--- src/verilog/cmd_option_consts.svh ---
/*
 Named constants of the command-option configuration block: opcodes,
 register addresses, field positions, masks and reset values.
 Assumes inclusion by bare name from the design files.
*/
`ifndef CMD_OPTION_CONSTS_SVH
`define CMD_OPTION_CONSTS_SVH

`define OP_READ_ANY     8'h65
`define OP_WRITE_ANY    8'h71
`define OP_30H          8'h30
`define OP_PARAM_ERASE  8'h20
`define OP_SECT_ERASE_A 8'hd8
`define OP_SECT_ERASE_B 8'hdc
`define OP_BULK_ERASE_A 8'h60
`define OP_BULK_ERASE_B 8'hc7
`define OP_LEGACY_RST   8'hf0
`define OP_RST_ENABLE   8'h66
`define OP_RST_EXECUTE  8'h99

`define ADDR_DEFAULTS_OTP 24'h000003
`define ADDR_CONTROLS_LIVE 24'h800003

`define FLD_BLANK_CHECK   5
`define FLD_PAGE_WRAP     4
`define FLD_SMALL_SECTOR  3
`define FLD_RESUME_CLEAR  2
`define FLD_BLOCK_ERASE   1
`define FLD_LEGACY_RESET  0

`define OTP_RESET_VALUE   8'h00
`define OTP_PROG_MASK     8'h3f
`define LIVE_WRITE_MASK   8'h37
`define READ_UNMAPPED     8'h00

`define ADDR_BYTES_LAST   3'h2
`define CNT_ONE_BYTE      3'h1
`define CNT_FOUR_BYTES    3'h4
`define CNT_SATURATE      3'h7
`define BIT_LAST          3'h7
`define PAGE_SMALL_BITS   8

`endif

--- src/verilog/cmd_option_pkg.sv ---
/*
 Types shared by the command-option configuration block.
 Assumes nothing beyond a SystemVerilog compiler.
*/
package cmd_option_pkg;

  typedef enum logic [2:0] {
    ST_OPCODE = 3'b000,
    ST_ADDR   = 3'b001,
    ST_WDATA  = 3'b010,
    ST_RDATA  = 3'b011,
    ST_IGNORE = 3'b100
  } frame_state_type;

  typedef enum logic [1:0] {
    BC_IDLE   = 2'b00,
    BC_STATUS = 2'b01,
    BC_SCAN   = 2'b10
  } blank_state_type;

  typedef enum logic [1:0] {
    ERASE_PARAM  = 2'b00,
    ERASE_SECTOR = 2'b01,
    ERASE_BULK   = 2'b10
  } erase_kind_type;

endpackage : cmd_option_pkg

--- src/verilog/spi_byte_shifter.sv ---
/*
 Serial byte shifter for an oversampled SPI mode-0 frame.
 Assumes rise/fall strobes come from an already synchronised serial clock
 and that the serial clock is well below a quarter of the system clock.
*/
`timescale 1ns/1ps
`include "cmd_option_consts.svh"

module spi_byte_shifter (
  input  wire logic       clk,
  input  wire logic       rst,
  input  wire logic       ce,
  input  wire logic       active,
  input  wire logic       rise,
  input  wire logic       fall,
  input  wire logic       din,
  input  wire logic       load_req,
  input  wire logic [7:0] load_data,
  output logic      [7:0] rx_byte,
  output logic            rx_done,
  output logic            dout
);
  logic [2:0] cnt_q;
  logic [6:0] rx_q;
  logic [7:0] tx_q;
  logic       pend_q;

  always_ff @(posedge clk or posedge rst) begin
    if (rst) begin
      cnt_q   <= 3'h0;
      rx_q    <= 7'h00;
      rx_byte <= 8'h00;
      rx_done <= 1'b0;
    end else if (ce) begin
      rx_done <= 1'b0;
      if (!active) begin
        cnt_q <= 3'h0;
      end else if (rise) begin
        cnt_q <= cnt_q + 3'h1;
        rx_q  <= {rx_q[5:0], din};
        if (cnt_q == `BIT_LAST) begin
          rx_byte <= {rx_q, din};
          rx_done <= 1'b1;
        end
      end
    end
  end

  // load waits for the next falling edge so the first bit is not lost
  always_ff @(posedge clk or posedge rst) begin
    if (rst) begin
      tx_q   <= 8'h00;
      pend_q <= 1'b0;
    end else if (ce) begin
      if (!active) begin
        pend_q <= 1'b0;
      end else if (fall && (pend_q || load_req)) begin
        tx_q   <= load_data;
        pend_q <= 1'b0;
      end else if (fall) begin
        tx_q <= {tx_q[6:0], 1'b0};
      end else if (load_req) begin
        pend_q <= 1'b1;
      end
    end
  end

  assign dout = tx_q[7];

endmodule : spi_byte_shifter

--- src/verilog/page_load_counter.sv ---
/*
 Program-buffer load address counter with selectable wrap point.
 Assumes the program engine gives a start pulse and one strobe per byte.
*/
`timescale 1ns/1ps
`include "cmd_option_consts.svh"

module page_load_counter #(
  parameter int AW = 9
) (
  input  wire logic          clk,
  input  wire logic          rst,
  input  wire logic          ce,
  input  wire logic          start,
  input  wire logic [AW-1:0] start_addr,
  input  wire logic          strobe,
  input  wire logic          wrap_512,
  output logic      [AW-1:0] addr_q
);
  localparam int SB = `PAGE_SMALL_BITS;

  always_ff @(posedge clk or posedge rst) begin
    if (rst) begin
      addr_q <= '0;
    end else if (ce) begin
      if (start) begin
        addr_q <= start_addr;
      end else if (strobe && wrap_512) begin
        addr_q <= addr_q + AW'(1);
      end else if (strobe) begin
        addr_q <= {addr_q[AW-1:SB], addr_q[SB-1:0] + SB'(1)};
      end
    end
  end

endmodule : page_load_counter

--- src/verilog/command_option_config.sv ---
/*
 Command-option configuration register pair of a serial flash: one-time
 programmable defaults, live controls, SPI register access, opcode gating,
 blank-check erase sequencing and program-buffer wrap.
 Assumes SCK/CS_N/SI/HW_RESET_N are asynchronous pins, the array-side
 inputs run on SYS_CLK, and SCK stays below a quarter of SYS_CLK.
*/
`timescale 1ns/1ps
`include "cmd_option_consts.svh"

module command_option_config (
  input  wire logic        SYS_CLK,
  input  wire logic        SYS_RST,
  input  wire logic        CLK_EN,
  input  wire logic        SCK,
  input  wire logic        CS_N,
  input  wire logic        SI,
  output logic             SO,
  output logic             SO_OE,
  input  wire logic        HW_RESET_N,
  input  wire logic        SECTOR_ERASE_OK,
  input  wire logic        BLANK_WORD_VALID,
  input  wire logic        BLANK_WORD_ZERO,
  input  wire logic        BLANK_READ_END,
  input  wire logic        PAGE_LOAD_START,
  input  wire logic [8:0]  PAGE_LOAD_OFFSET,
  input  wire logic        PAGE_LOAD_STROBE,
  output logic      [8:0]  PAGE_BUF_ADDR,
  output logic             BLANK_CHECK_ON,
  output logic             PAGE_WRAP_512,
  output logic             UNIFORM_SECTORS,
  output logic             RESUME_ON_30H,
  output logic             ERASE_256K,
  output logic             LEGACY_RESET_ON,
  output logic             ERASE_START,
  output logic             ERASE_SKIP,
  output logic      [1:0]  ERASE_KIND,
  output logic      [23:0] ERASE_ADDR,
  output logic             BLANK_READ_REQ,
  output logic             RESUME_PULSE,
  output logic             CLEAR_STATUS_PULSE,
  output logic             SOFT_RESET_PULSE
);
  logic [2:0]  sck_s;
  logic [2:0]  cs_s;
  logic [1:0]  si_s;
  logic [1:0]  hwr_s;
  logic        rise, fall, active, frame_end;
  logic [7:0]  rx_byte;
  logic        rx_done;
  logic        tx_dout;
  logic        load_req;
  logic [7:0]  read_value;

  cmd_option_pkg::frame_state_type state_q;
  logic [7:0]  opcode_q;
  logic [23:0] addr_q;
  logic [2:0]  acnt_q;
  logic [2:0]  nb_q;
  logic        arm_q;

  logic [7:0]  otp_q;
  logic [7:0]  live_q;
  logic [7:0]  live_view;
  logic        wr_otp, wr_live, reload;

  logic        erase_go;
  cmd_option_pkg::erase_kind_type go_kind;
  cmd_option_pkg::blank_state_type bc_q;
  logic        exec_one, exec_four;

  // two flops on every pin before any logic; third flop only for edges
  always_ff @(posedge SYS_CLK or posedge SYS_RST) begin
    if (SYS_RST) begin
      sck_s <= 3'h0;
      cs_s  <= 3'h7;
      si_s  <= 2'h0;
      hwr_s <= 2'h3;
    end else if (CLK_EN) begin
      sck_s <= {sck_s[1:0], SCK};
      cs_s  <= {cs_s[1:0], CS_N};
      si_s  <= {si_s[0], SI};
      hwr_s <= {hwr_s[0], HW_RESET_N};
    end
  end

  assign rise      = sck_s[1] & ~sck_s[2];
  assign fall      = ~sck_s[1] & sck_s[2];
  assign active    = ~cs_s[1];
  assign frame_end = cs_s[1] & ~cs_s[2];

  spi_byte_shifter u_shift (
    .clk       (SYS_CLK),
    .rst       (SYS_RST),
    .ce        (CLK_EN),
    .active    (active),
    .rise      (rise),
    .fall      (fall),
    .din       (si_s[1]),
    .load_req  (load_req),
    .load_data (read_value),
    .rx_byte   (rx_byte),
    .rx_done   (rx_done),
    .dout      (tx_dout)
  );

  assign SO    = tx_dout;
  assign SO_OE = active && (state_q == cmd_option_pkg::ST_RDATA);

  // frame decode; address bytes arrive most significant first
  always_ff @(posedge SYS_CLK or posedge SYS_RST) begin
    if (SYS_RST) begin
      state_q  <= cmd_option_pkg::ST_OPCODE;
      opcode_q <= 8'h00;
      addr_q   <= 24'h000000;
      acnt_q   <= 3'h0;
      nb_q     <= 3'h0;
    end else if (CLK_EN) begin
      if (!active) begin
        state_q <= cmd_option_pkg::ST_OPCODE;
        nb_q    <= 3'h0;
        acnt_q  <= 3'h0;
      end else if (rx_done) begin
        if (nb_q != `CNT_SATURATE) begin
          nb_q <= nb_q + 3'h1;
        end
        case (state_q)
          cmd_option_pkg::ST_OPCODE: begin
            opcode_q <= rx_byte;
            if (rx_byte == `OP_READ_ANY || rx_byte == `OP_WRITE_ANY ||
                rx_byte == `OP_PARAM_ERASE ||
                rx_byte == `OP_SECT_ERASE_A ||
                rx_byte == `OP_SECT_ERASE_B) begin
              state_q <= cmd_option_pkg::ST_ADDR;
            end else begin
              state_q <= cmd_option_pkg::ST_IGNORE;
            end
          end
          cmd_option_pkg::ST_ADDR: begin
            addr_q <= {addr_q[15:0], rx_byte};
            acnt_q <= acnt_q + 3'h1;
            if (acnt_q == `ADDR_BYTES_LAST) begin
              if (opcode_q == `OP_WRITE_ANY) begin
                state_q <= cmd_option_pkg::ST_WDATA;
              end else if (opcode_q == `OP_READ_ANY) begin
                state_q <= cmd_option_pkg::ST_RDATA;
              end else begin
                state_q <= cmd_option_pkg::ST_IGNORE;
              end
            end
          end
          cmd_option_pkg::ST_WDATA: state_q <= cmd_option_pkg::ST_IGNORE;
          cmd_option_pkg::ST_RDATA: state_q <= cmd_option_pkg::ST_RDATA;
          cmd_option_pkg::ST_IGNORE: state_q <= cmd_option_pkg::ST_IGNORE;
          default: state_q <= cmd_option_pkg::ST_IGNORE;
        endcase
      end
    end
  end

  // read data reloads every byte so a long read repeats the register
  assign load_req = rx_done && (state_q == cmd_option_pkg::ST_RDATA ||
                    (state_q == cmd_option_pkg::ST_ADDR &&
                     acnt_q == `ADDR_BYTES_LAST &&
                     opcode_q == `OP_READ_ANY));

  always_comb begin
    if (addr_q == `ADDR_DEFAULTS_OTP) begin
      read_value = otp_q;
    end else if (addr_q == `ADDR_CONTROLS_LIVE) begin
      read_value = live_view;
    end else begin
      read_value = `READ_UNMAPPED;
    end
  end

  assign wr_otp  = rx_done && state_q == cmd_option_pkg::ST_WDATA &&
                   addr_q == `ADDR_DEFAULTS_OTP;
  assign wr_live = rx_done && state_q == cmd_option_pkg::ST_WDATA &&
                   addr_q == `ADDR_CONTROLS_LIVE;
  // hardware reset pin held low keeps reloading, like power-on
  assign reload  = SOFT_RESET_PULSE || !hwr_s[1];

  // one-time cells: a write can only set bits; reserved bits stay 0
  always_ff @(posedge SYS_CLK or posedge SYS_RST) begin
    if (SYS_RST) begin
      otp_q <= `OTP_RESET_VALUE;
    end else if (CLK_EN && wr_otp) begin
      otp_q <= otp_q | (rx_byte & `OTP_PROG_MASK);
    end
  end

  always_ff @(posedge SYS_CLK or posedge SYS_RST) begin
    if (SYS_RST) begin
      live_q <= `OTP_RESET_VALUE & `LIVE_WRITE_MASK;
    end else if (CLK_EN) begin
      if (reload) begin
        live_q <= otp_q & `LIVE_WRITE_MASK;
      end else if (wr_live) begin
        // bits 3, 6 and 7 of the written byte are dropped, so a bad write is harmless
        live_q <= rx_byte & `LIVE_WRITE_MASK;
      end
    end
  end

  // small-sector bit is always the one-time bit itself
  always_comb begin
    live_view = live_q;
    live_view[`FLD_SMALL_SECTOR] = otp_q[`FLD_SMALL_SECTOR];
  end

  assign BLANK_CHECK_ON  = live_q[`FLD_BLANK_CHECK];
  assign PAGE_WRAP_512   = live_q[`FLD_PAGE_WRAP];
  assign UNIFORM_SECTORS = otp_q[`FLD_SMALL_SECTOR];
  assign RESUME_ON_30H   = live_q[`FLD_RESUME_CLEAR];
  assign ERASE_256K      = live_q[`FLD_BLOCK_ERASE];
  assign LEGACY_RESET_ON = live_q[`FLD_LEGACY_RESET];

  page_load_counter #(.AW(9)) u_page (
    .clk        (SYS_CLK),
    .rst        (SYS_RST),
    .ce         (CLK_EN),
    .start      (PAGE_LOAD_START),
    .start_addr (PAGE_LOAD_OFFSET),
    .strobe     (PAGE_LOAD_STROBE),
    .wrap_512   (PAGE_WRAP_512),
    .addr_q     (PAGE_BUF_ADDR)
  );

  // commands act at chip-select release, only with an exact byte count
  assign exec_one  = frame_end && nb_q == `CNT_ONE_BYTE;
  assign exec_four = frame_end && nb_q == `CNT_FOUR_BYTES;

  always_comb begin
    erase_go = 1'b0;
    go_kind  = cmd_option_pkg::ERASE_SECTOR;
    if (exec_four && opcode_q == `OP_PARAM_ERASE && !UNIFORM_SECTORS) begin
      erase_go = 1'b1;
      go_kind  = cmd_option_pkg::ERASE_PARAM;
    end else if (exec_four && (opcode_q == `OP_SECT_ERASE_A ||
                               opcode_q == `OP_SECT_ERASE_B)) begin
      erase_go = 1'b1;
    end else if (exec_one && (opcode_q == `OP_BULK_ERASE_A ||
                              opcode_q == `OP_BULK_ERASE_B)) begin
      erase_go = 1'b1;
      go_kind  = cmd_option_pkg::ERASE_BULK;
    end
  end

  always_ff @(posedge SYS_CLK or posedge SYS_RST) begin
    if (SYS_RST) begin
      arm_q              <= 1'b0;
      SOFT_RESET_PULSE   <= 1'b0;
      RESUME_PULSE       <= 1'b0;
      CLEAR_STATUS_PULSE <= 1'b0;
    end else if (CLK_EN) begin
      SOFT_RESET_PULSE   <= 1'b0;
      RESUME_PULSE       <= 1'b0;
      CLEAR_STATUS_PULSE <= 1'b0;
      if (frame_end && nb_q != 3'h0) begin
        // any other whole command disarms the reset pair
        arm_q <= exec_one && opcode_q == `OP_RST_ENABLE;
      end
      if (exec_one && opcode_q == `OP_RST_EXECUTE && arm_q) begin
        SOFT_RESET_PULSE <= 1'b1;
      end
      if (exec_one && opcode_q == `OP_LEGACY_RST && LEGACY_RESET_ON) begin
        SOFT_RESET_PULSE <= 1'b1;
      end
      if (exec_one && opcode_q == `OP_30H) begin
        RESUME_PULSE       <= RESUME_ON_30H;
        CLEAR_STATUS_PULSE <= !RESUME_ON_30H;
      end
    end
  end

  // blank-check sequencer; a new erase while busy is ignored
  always_ff @(posedge SYS_CLK or posedge SYS_RST) begin
    if (SYS_RST) begin
      bc_q        <= cmd_option_pkg::BC_IDLE;
      ERASE_START <= 1'b0;
      ERASE_SKIP  <= 1'b0;
      ERASE_KIND  <= 2'h0;
      ERASE_ADDR  <= 24'h000000;
    end else if (CLK_EN) begin
      ERASE_START <= 1'b0;
      ERASE_SKIP  <= 1'b0;
      case (bc_q)
        cmd_option_pkg::BC_IDLE: begin
          if (erase_go) begin
            ERASE_KIND <= go_kind;
            ERASE_ADDR <= addr_q;
            if (BLANK_CHECK_ON) begin
              bc_q <= cmd_option_pkg::BC_STATUS;
            end else begin
              ERASE_START <= 1'b1;
            end
          end
        end
        cmd_option_pkg::BC_STATUS: begin
          if (!SECTOR_ERASE_OK) begin
            ERASE_START <= 1'b1;
            bc_q        <= cmd_option_pkg::BC_IDLE;
          end else begin
            bc_q <= cmd_option_pkg::BC_SCAN;
          end
        end
        cmd_option_pkg::BC_SCAN: begin
          if (BLANK_WORD_VALID && BLANK_WORD_ZERO) begin
            ERASE_START <= 1'b1;
            bc_q        <= cmd_option_pkg::BC_IDLE;
          end else if (BLANK_READ_END) begin
            ERASE_SKIP <= 1'b1;
            bc_q       <= cmd_option_pkg::BC_IDLE;
          end
        end
        default: bc_q <= cmd_option_pkg::BC_IDLE;
      endcase
      if (SOFT_RESET_PULSE) begin
        bc_q <= cmd_option_pkg::BC_IDLE;
      end
    end
  end

  assign BLANK_READ_REQ = (bc_q == cmd_option_pkg::BC_SCAN);
endmodule : command_option_config

--- config.mk ---
export PLATFORM = sky130hd
export DESIGN_NAME = command_option_config
export DESIGN_NICKNAME = d
export VERILOG_FILES = /design/src/verilog/cmd_option_pkg.sv /design/src/verilog/spi_byte_shifter.sv /design/src/verilog/page_load_counter.sv /design/src/verilog/command_option_config.sv
export VERILOG_INCLUDE_DIRS = /design/src /design/src/verilog
export SDC_FILE = /design/constraint.sdc
export NUM_CORES = 1
export LEC_CHECK = 0
export CAP_MARGIN = 25
export CORE_ASPECT_RATIO = 1.5
export CORE_MARGIN = 5
export CORE_UTILIZATION = 55
export CTS_CLUSTER_DIAMETER = 150
export DETAILED_ROUTE_END_ITERATION = 16
export DONT_BUFFER_PORTS = 1
export HOLD_SLACK_MARGIN = 0.06
export PLACE_DENSITY = 0.8
export SYNTH_ARGS = -nofsm -noshare
export SYNTH_HDL_FRONTEND = slang
export SYNTH_SLANG_ARGS = --single-unit
--- constraint.sdc ---
create_clock -name SYS_CLK -period 6.1 [get_ports SYS_CLK]
set_input_delay 0.915 -clock SYS_CLK [delete_from_list [all_inputs] [get_ports SYS_CLK]]
set_output_delay 0.915 -clock SYS_CLK [all_outputs]
set_load 0.02 [all_outputs]
# Yosys cells after proc, flatten, opt, wreduce, memory -nomap -nowiden
# Cells that the tools add are included.
# Widths: inputs -> output; s select.
# word_totals
mem_bits_rw	0
latch_bits	0
ff_bits	138
word_cells	194
mem_bits_ro	0
in_bits	22
memories	0
# op_classes
mul	0
n_reduce_logical	64
eq_ne	33
n_div	0
mux	56
bitwise	8
shifts	0
order_cmp	0
add_sub_neg	5
# op_table
operator	n
$eq 8x8->1 const B	7
$mux 8	7
$eq 8x7->1 const B	6
$mux 3	14
$eq 24x2->1 const B	1
$eq 24x24->1 const B	1
$eq 8x6->1 const B	3
$logic_and 1x1->1	24
$mux 1	21
$reduce_and 3->1	7
$mux 2	9
$mux 9	2
$reduce_and 4->1	4
$ne 3x3->1 const B	5
$reduce_bool 2->1	7
$reduce_and 2->1	5
$add 3x1->3 const B	3
$add 9x1->9 const B	1
$eq 3x2->1 const B	3
$logic_or 1x1->1	9
$pmux 3 s3	1
$reduce_bool 3->1	3
$add 8x1->8 const B	1
$or 8x6->8	1
other kinds (12)	21

# Depth between registers and ports, before layout
# logic_depth
depth_word	10
mapped_depth	8

# Hierarchy
# Synthesis repeated with hierarchy kept, for this count alone.
# hier_totals
hier_cells	515
hier_area_um2	6273.5
# modules_own_cells
module	area_per_inst_um2	cells_each	instances	seq_area_each_um2
command_option_config	4465.5	354	1	2408.6
spi_byte_shifter	1214.9	94	1	700.7
page_load_counter	593.1	67	1	225.2

# Worst setup path before layout
# OpenSTA, ideal clock, no wires.
# synth_path
kind	input -> register
from	input port CLK_EN
to	register addr_q[0]
path_slack_ps	3905
arrival_ps	2071
stages	6
path_cell_list	buf_2 nand2b_1 nand2b_1 clkbuf_1 buf_2 mux2_2
# synth_via
elab_chain_cells	1
# synth_lines
item	line	rtl
start: declaration	command_option_config.sv:14	input wire logic CLK_EN,
$reduce_and 4->1 (no source line)	--	
end signal: assignment	command_option_config.sv:140	addr_q <= {addr_q[15:0], rx_byte};
end: declaration	command_option_config.sv:57	logic [23:0] addr_q;
# No other way between the ends.
# A chain may end at the register's enable or synchronous reset.

# Final worst setup path
# layout_path
from	register state_q[0]
to	output port SO_OE
# layout_via
elab_chain_cells	2
# layout_lines
item	line	rtl
start: declaration	command_option_config.sv:55	cmd_option_pkg::frame_state_type state_q;
start signal: assignment	command_option_config.sv:113	state_q <= cmd_option_pkg::ST_OPCODE;
start signal: assignment	command_option_config.sv:120	state_q <= cmd_option_pkg::ST_OPCODE;
start signal: assignment	command_option_config.sv:134	state_q <= cmd_option_pkg::ST_ADDR;
$eq 3x2->1	command_option_config.sv:108	assign SO_OE = active && (state_q == cmd_option_pkg::ST_RDATA);
$logic_and 1x1->1	command_option_config.sv:108	
end: declaration	command_option_config.sv:19	output logic SO_OE,
# No other way between the ends.

==> flow_summary_export.csv <==
group,metric,value,unit
layout,fill_cells,852,
place,pre_cts_ws,3.54,ns
sta,tns,0,ns
sta,tightest_slew,1.02,ns
pwr,p_per_area,330,mW/mm^2
sta,setup_violations,0,
floorplan,start_util,56.5,%
hold_path,hold_class,"in -> async",
logic_synthesis,syn_area_per_cell,12.3,um^2
floorplan,coreArea,0.0111,mm^2
floorplan,die_y,140,um
logic_synthesis,yosys.area.top_type,"dfrtp_1",
critical_path,r2r_start,"nb_q[0]$_DFFE_PP0P_",
floorplan,die_area,0.0136,mm^2
logic_synthesis,synth-edff-count,0,
grt,grt_max_degree,87,
logic_synthesis,yosys-top-cells-area,"dfrtp_1 51%, mux2_2 12%, mux2_4 4.8%",
sta,worst_slack,3.40,ns
place,gp_congestion,0.843,
critical_path,reg2reg_depth,7,
sta,period_needed,2.70,ns
flow_run,maxCapViolations,0,
cts,clk_pin_slew,0.06,ns
critical_path,critPathRequiredTime,5.18,ns
detailed_routing,routed_wl,13300,um
logic_synthesis,syn_inst,509,
cts,clock_latency,0.42,ns
layout,regArea,0.00333,mm^2
sta,whs,0.380,ns
critical_path,crit_path_start_kind,"flop",
sta,skew,0.0133,ns
cts,tritoncts,"built",
grt,grt_pass1_vias,4320,
logic_synthesis,synth_top_area_share,51.3,%
sta,relSlewSlack,31.5,%
cts,ctsResizeCount,0,
cts,htree_levels,4,
floorplan,num_rows,47,
logic_synthesis,syn-num-nets,540,
detailed_routing,vias_per_cell,6.14,
cts,cts_buffers,17,
detailed_routing,firstDrtPassIters,4,
detailed_routing,vias,4099,
logic_synthesis,yosys.cell_count.top_type,"dfrtp_1",
cts,cts_root_buf,"clkbuf_16",
grt,overflow,0,
grt,grt.total_usage,20.3,%
detailed_routing,drtIter0Drc,252,
place,numPortBuffers,0,
cts,cts.sinks,133,
critical_path,critical_path_class,"reg -> out",
logic_synthesis,synthArstFlopShare,100,%
sta,timing.final.hold_violations,0,
layout,drive_gt1_share,27.6,%
layout,stdcell_area,0.00699,mm^2
layout,antenna_cells,0,
critical_path,worst-path-max-fanout,10,
layout,synthToLayoutAreaGrowth,11.9,%
pwr,ir_worst_vdd,0.000198,V
logic_synthesis,ys_warn_count,0,
critical_path,r2r-end,"ERASE_ADDR[20]$_DFFE_PP0P_",
status,outcome,"completed",
pwr,leakagePower,3.31,nW
critical_path,rrSetupSlack,3.53,ns
sta,timing.fmax,0.371,GHz
layout,stdcell_count,668,
layout,finish.utilization,63.2,%
critical_path,critPathArrivalTime,1.78,ns
place,hpwl,9170,um
critical_path,end_kind,"primary output",
cts,cts_post_setup_buffers_inserted,0,
detailed_routing,antenna_left,0,
logic_synthesis,netlist_area,0.00624,mm^2
cts,ctsHoldBuffers,0,
logic_synthesis,ys_seq_elements,133,
floorplan,die_width,97.0,um
sta,slew_violations,0,
place,placed_area,0.00633,mm^2
grt,grt_pass1_wl,22100,um
logic_synthesis,ys_top_cells_by_count,"128 x dfrtp_1, 66 x mux2_2, 31 x nor2_1",
grt,antenna_found_initial,0,
sta,min_period_over_period,44.2,%
logic_synthesis,ys_seq_area_share,53.4,%
sta,rsz0062_at_grt,"no",
cts,cts_buffer_depth,2,
detailed_routing,wl_per_cell,19.9,um
layout,nNetsFinal,539,
floorplan,io_pins,71,
detailed_routing,remaining_drc_errors,0,
layout,multi_input_comb_area,0.00275,mm^2
place,placed_cells,634,
pwr,p_total,2.31,mW
critical_path,crit_path_start,"state_q[0]$_DFFE_PP0P_",
logic_synthesis,synthFlopType,"dfrtp_1",
critical_path,crit_end,"SO_OE",
logic_synthesis,ys_types,59,
-- kinds of logic after synthesis --
family / share of synthesized area, %
flops: 53.4
simple gates: 12.0
compound gates: 11.2
mux: 18.8
buf+inv: 2.50
fa+ha+maj: 1.80
xor+xnor: 0.281
-- area by class of cell --
cell class / instances / area share, %
clock inverters: 12 / 2.18
clock buffers: 20 / 6.68
inverters: 12 / 0.716
flip-flops and latches: 133 / 47.7
well taps: 147 / 2.63
multi-input cells: 341 / 39.4
repair buffers: 3 / 0.663
-- how the worst min path moves through the flow --
stage / cells past startpoint / end / start
after CTS: 1 / ERASE_KIND[1]$_DFFE_PP0P_ / SYS_RST
final: 1 / ERASE_KIND[1]$_DFFE_PP0P_ / SYS_RST
after detailed placement: 1 / otp_q[5]$_DFFE_PP0P_ / otp_q[5]$_DFFE_PP0P_
after global placement: 2 / u_shift.tx_q[6]$_DFFE_PP0P_ / u_shift.tx_q[6]$_DFFE_PP0P_
after floorplan: 2 / u_shift.tx_q[6]$_DFFE_PP0P_ / u_shift.tx_q[6]$_DFFE_PP0P_
after global routing: 1 / ERASE_START$_DFFE_PP0P_ / SYS_RST
-- power breakdown --
part / switching [mW] / internal, mW / leakage [nW]
sequential: 0.0920 / 0.967 / 1.78
clock: 0.379 / 0.673 / 0.294
combinational: 0.104 / 0.0906 / 1.23
total: 0.575 / 1.73 / 3.31
-- layer usage --
| layer | vias to the layer above | GRT usage, % | share of wire [%] |
|---|---|---|---|
| li1 | 1877 | - | - |
| met1 | 2073 | 22.5 | 38 |
| met2 | 128 | 35.6 | 54 |
| met3 | 21 | 6.62 | 5.9 |
| met4 | 0 | 8.21 | 1.9 |
| met5 | - | 0 | 0 |
-- state kept, by name (all words and copies together), names as in the netlist, 5 cells and up --
signal and flops:
opcode_q 8, u_shift.tx_q 8, live_q 5, ERASE_ADDR 24
u_shift.rx_q 7, u_page.addr_q 9, u_shift.rx_byte 8, otp_q 6
addr_q 24
-- layout by cell type (no fill, tap or decap), drive strengths merged, types with 7 or more instances in the layout --
cell type / instances
a21o: 7
a21oi: 27
clkbuf: 20
dfrtp: 128
ha: 9
inv: 12
mux2: 92
nand2: 23
nand2b: 9
nand3: 15
nor2: 33
nor3: 8
nor4: 7
o21ai: 26
o2bb2ai: 9
-- critical path, stage by stage, from the launching register on --
cell	delay (ns)
dfrtp_1	0.51
nand2b_1	0.19
nor3b_1	0.68
Power figures use the tool's default switching activity.
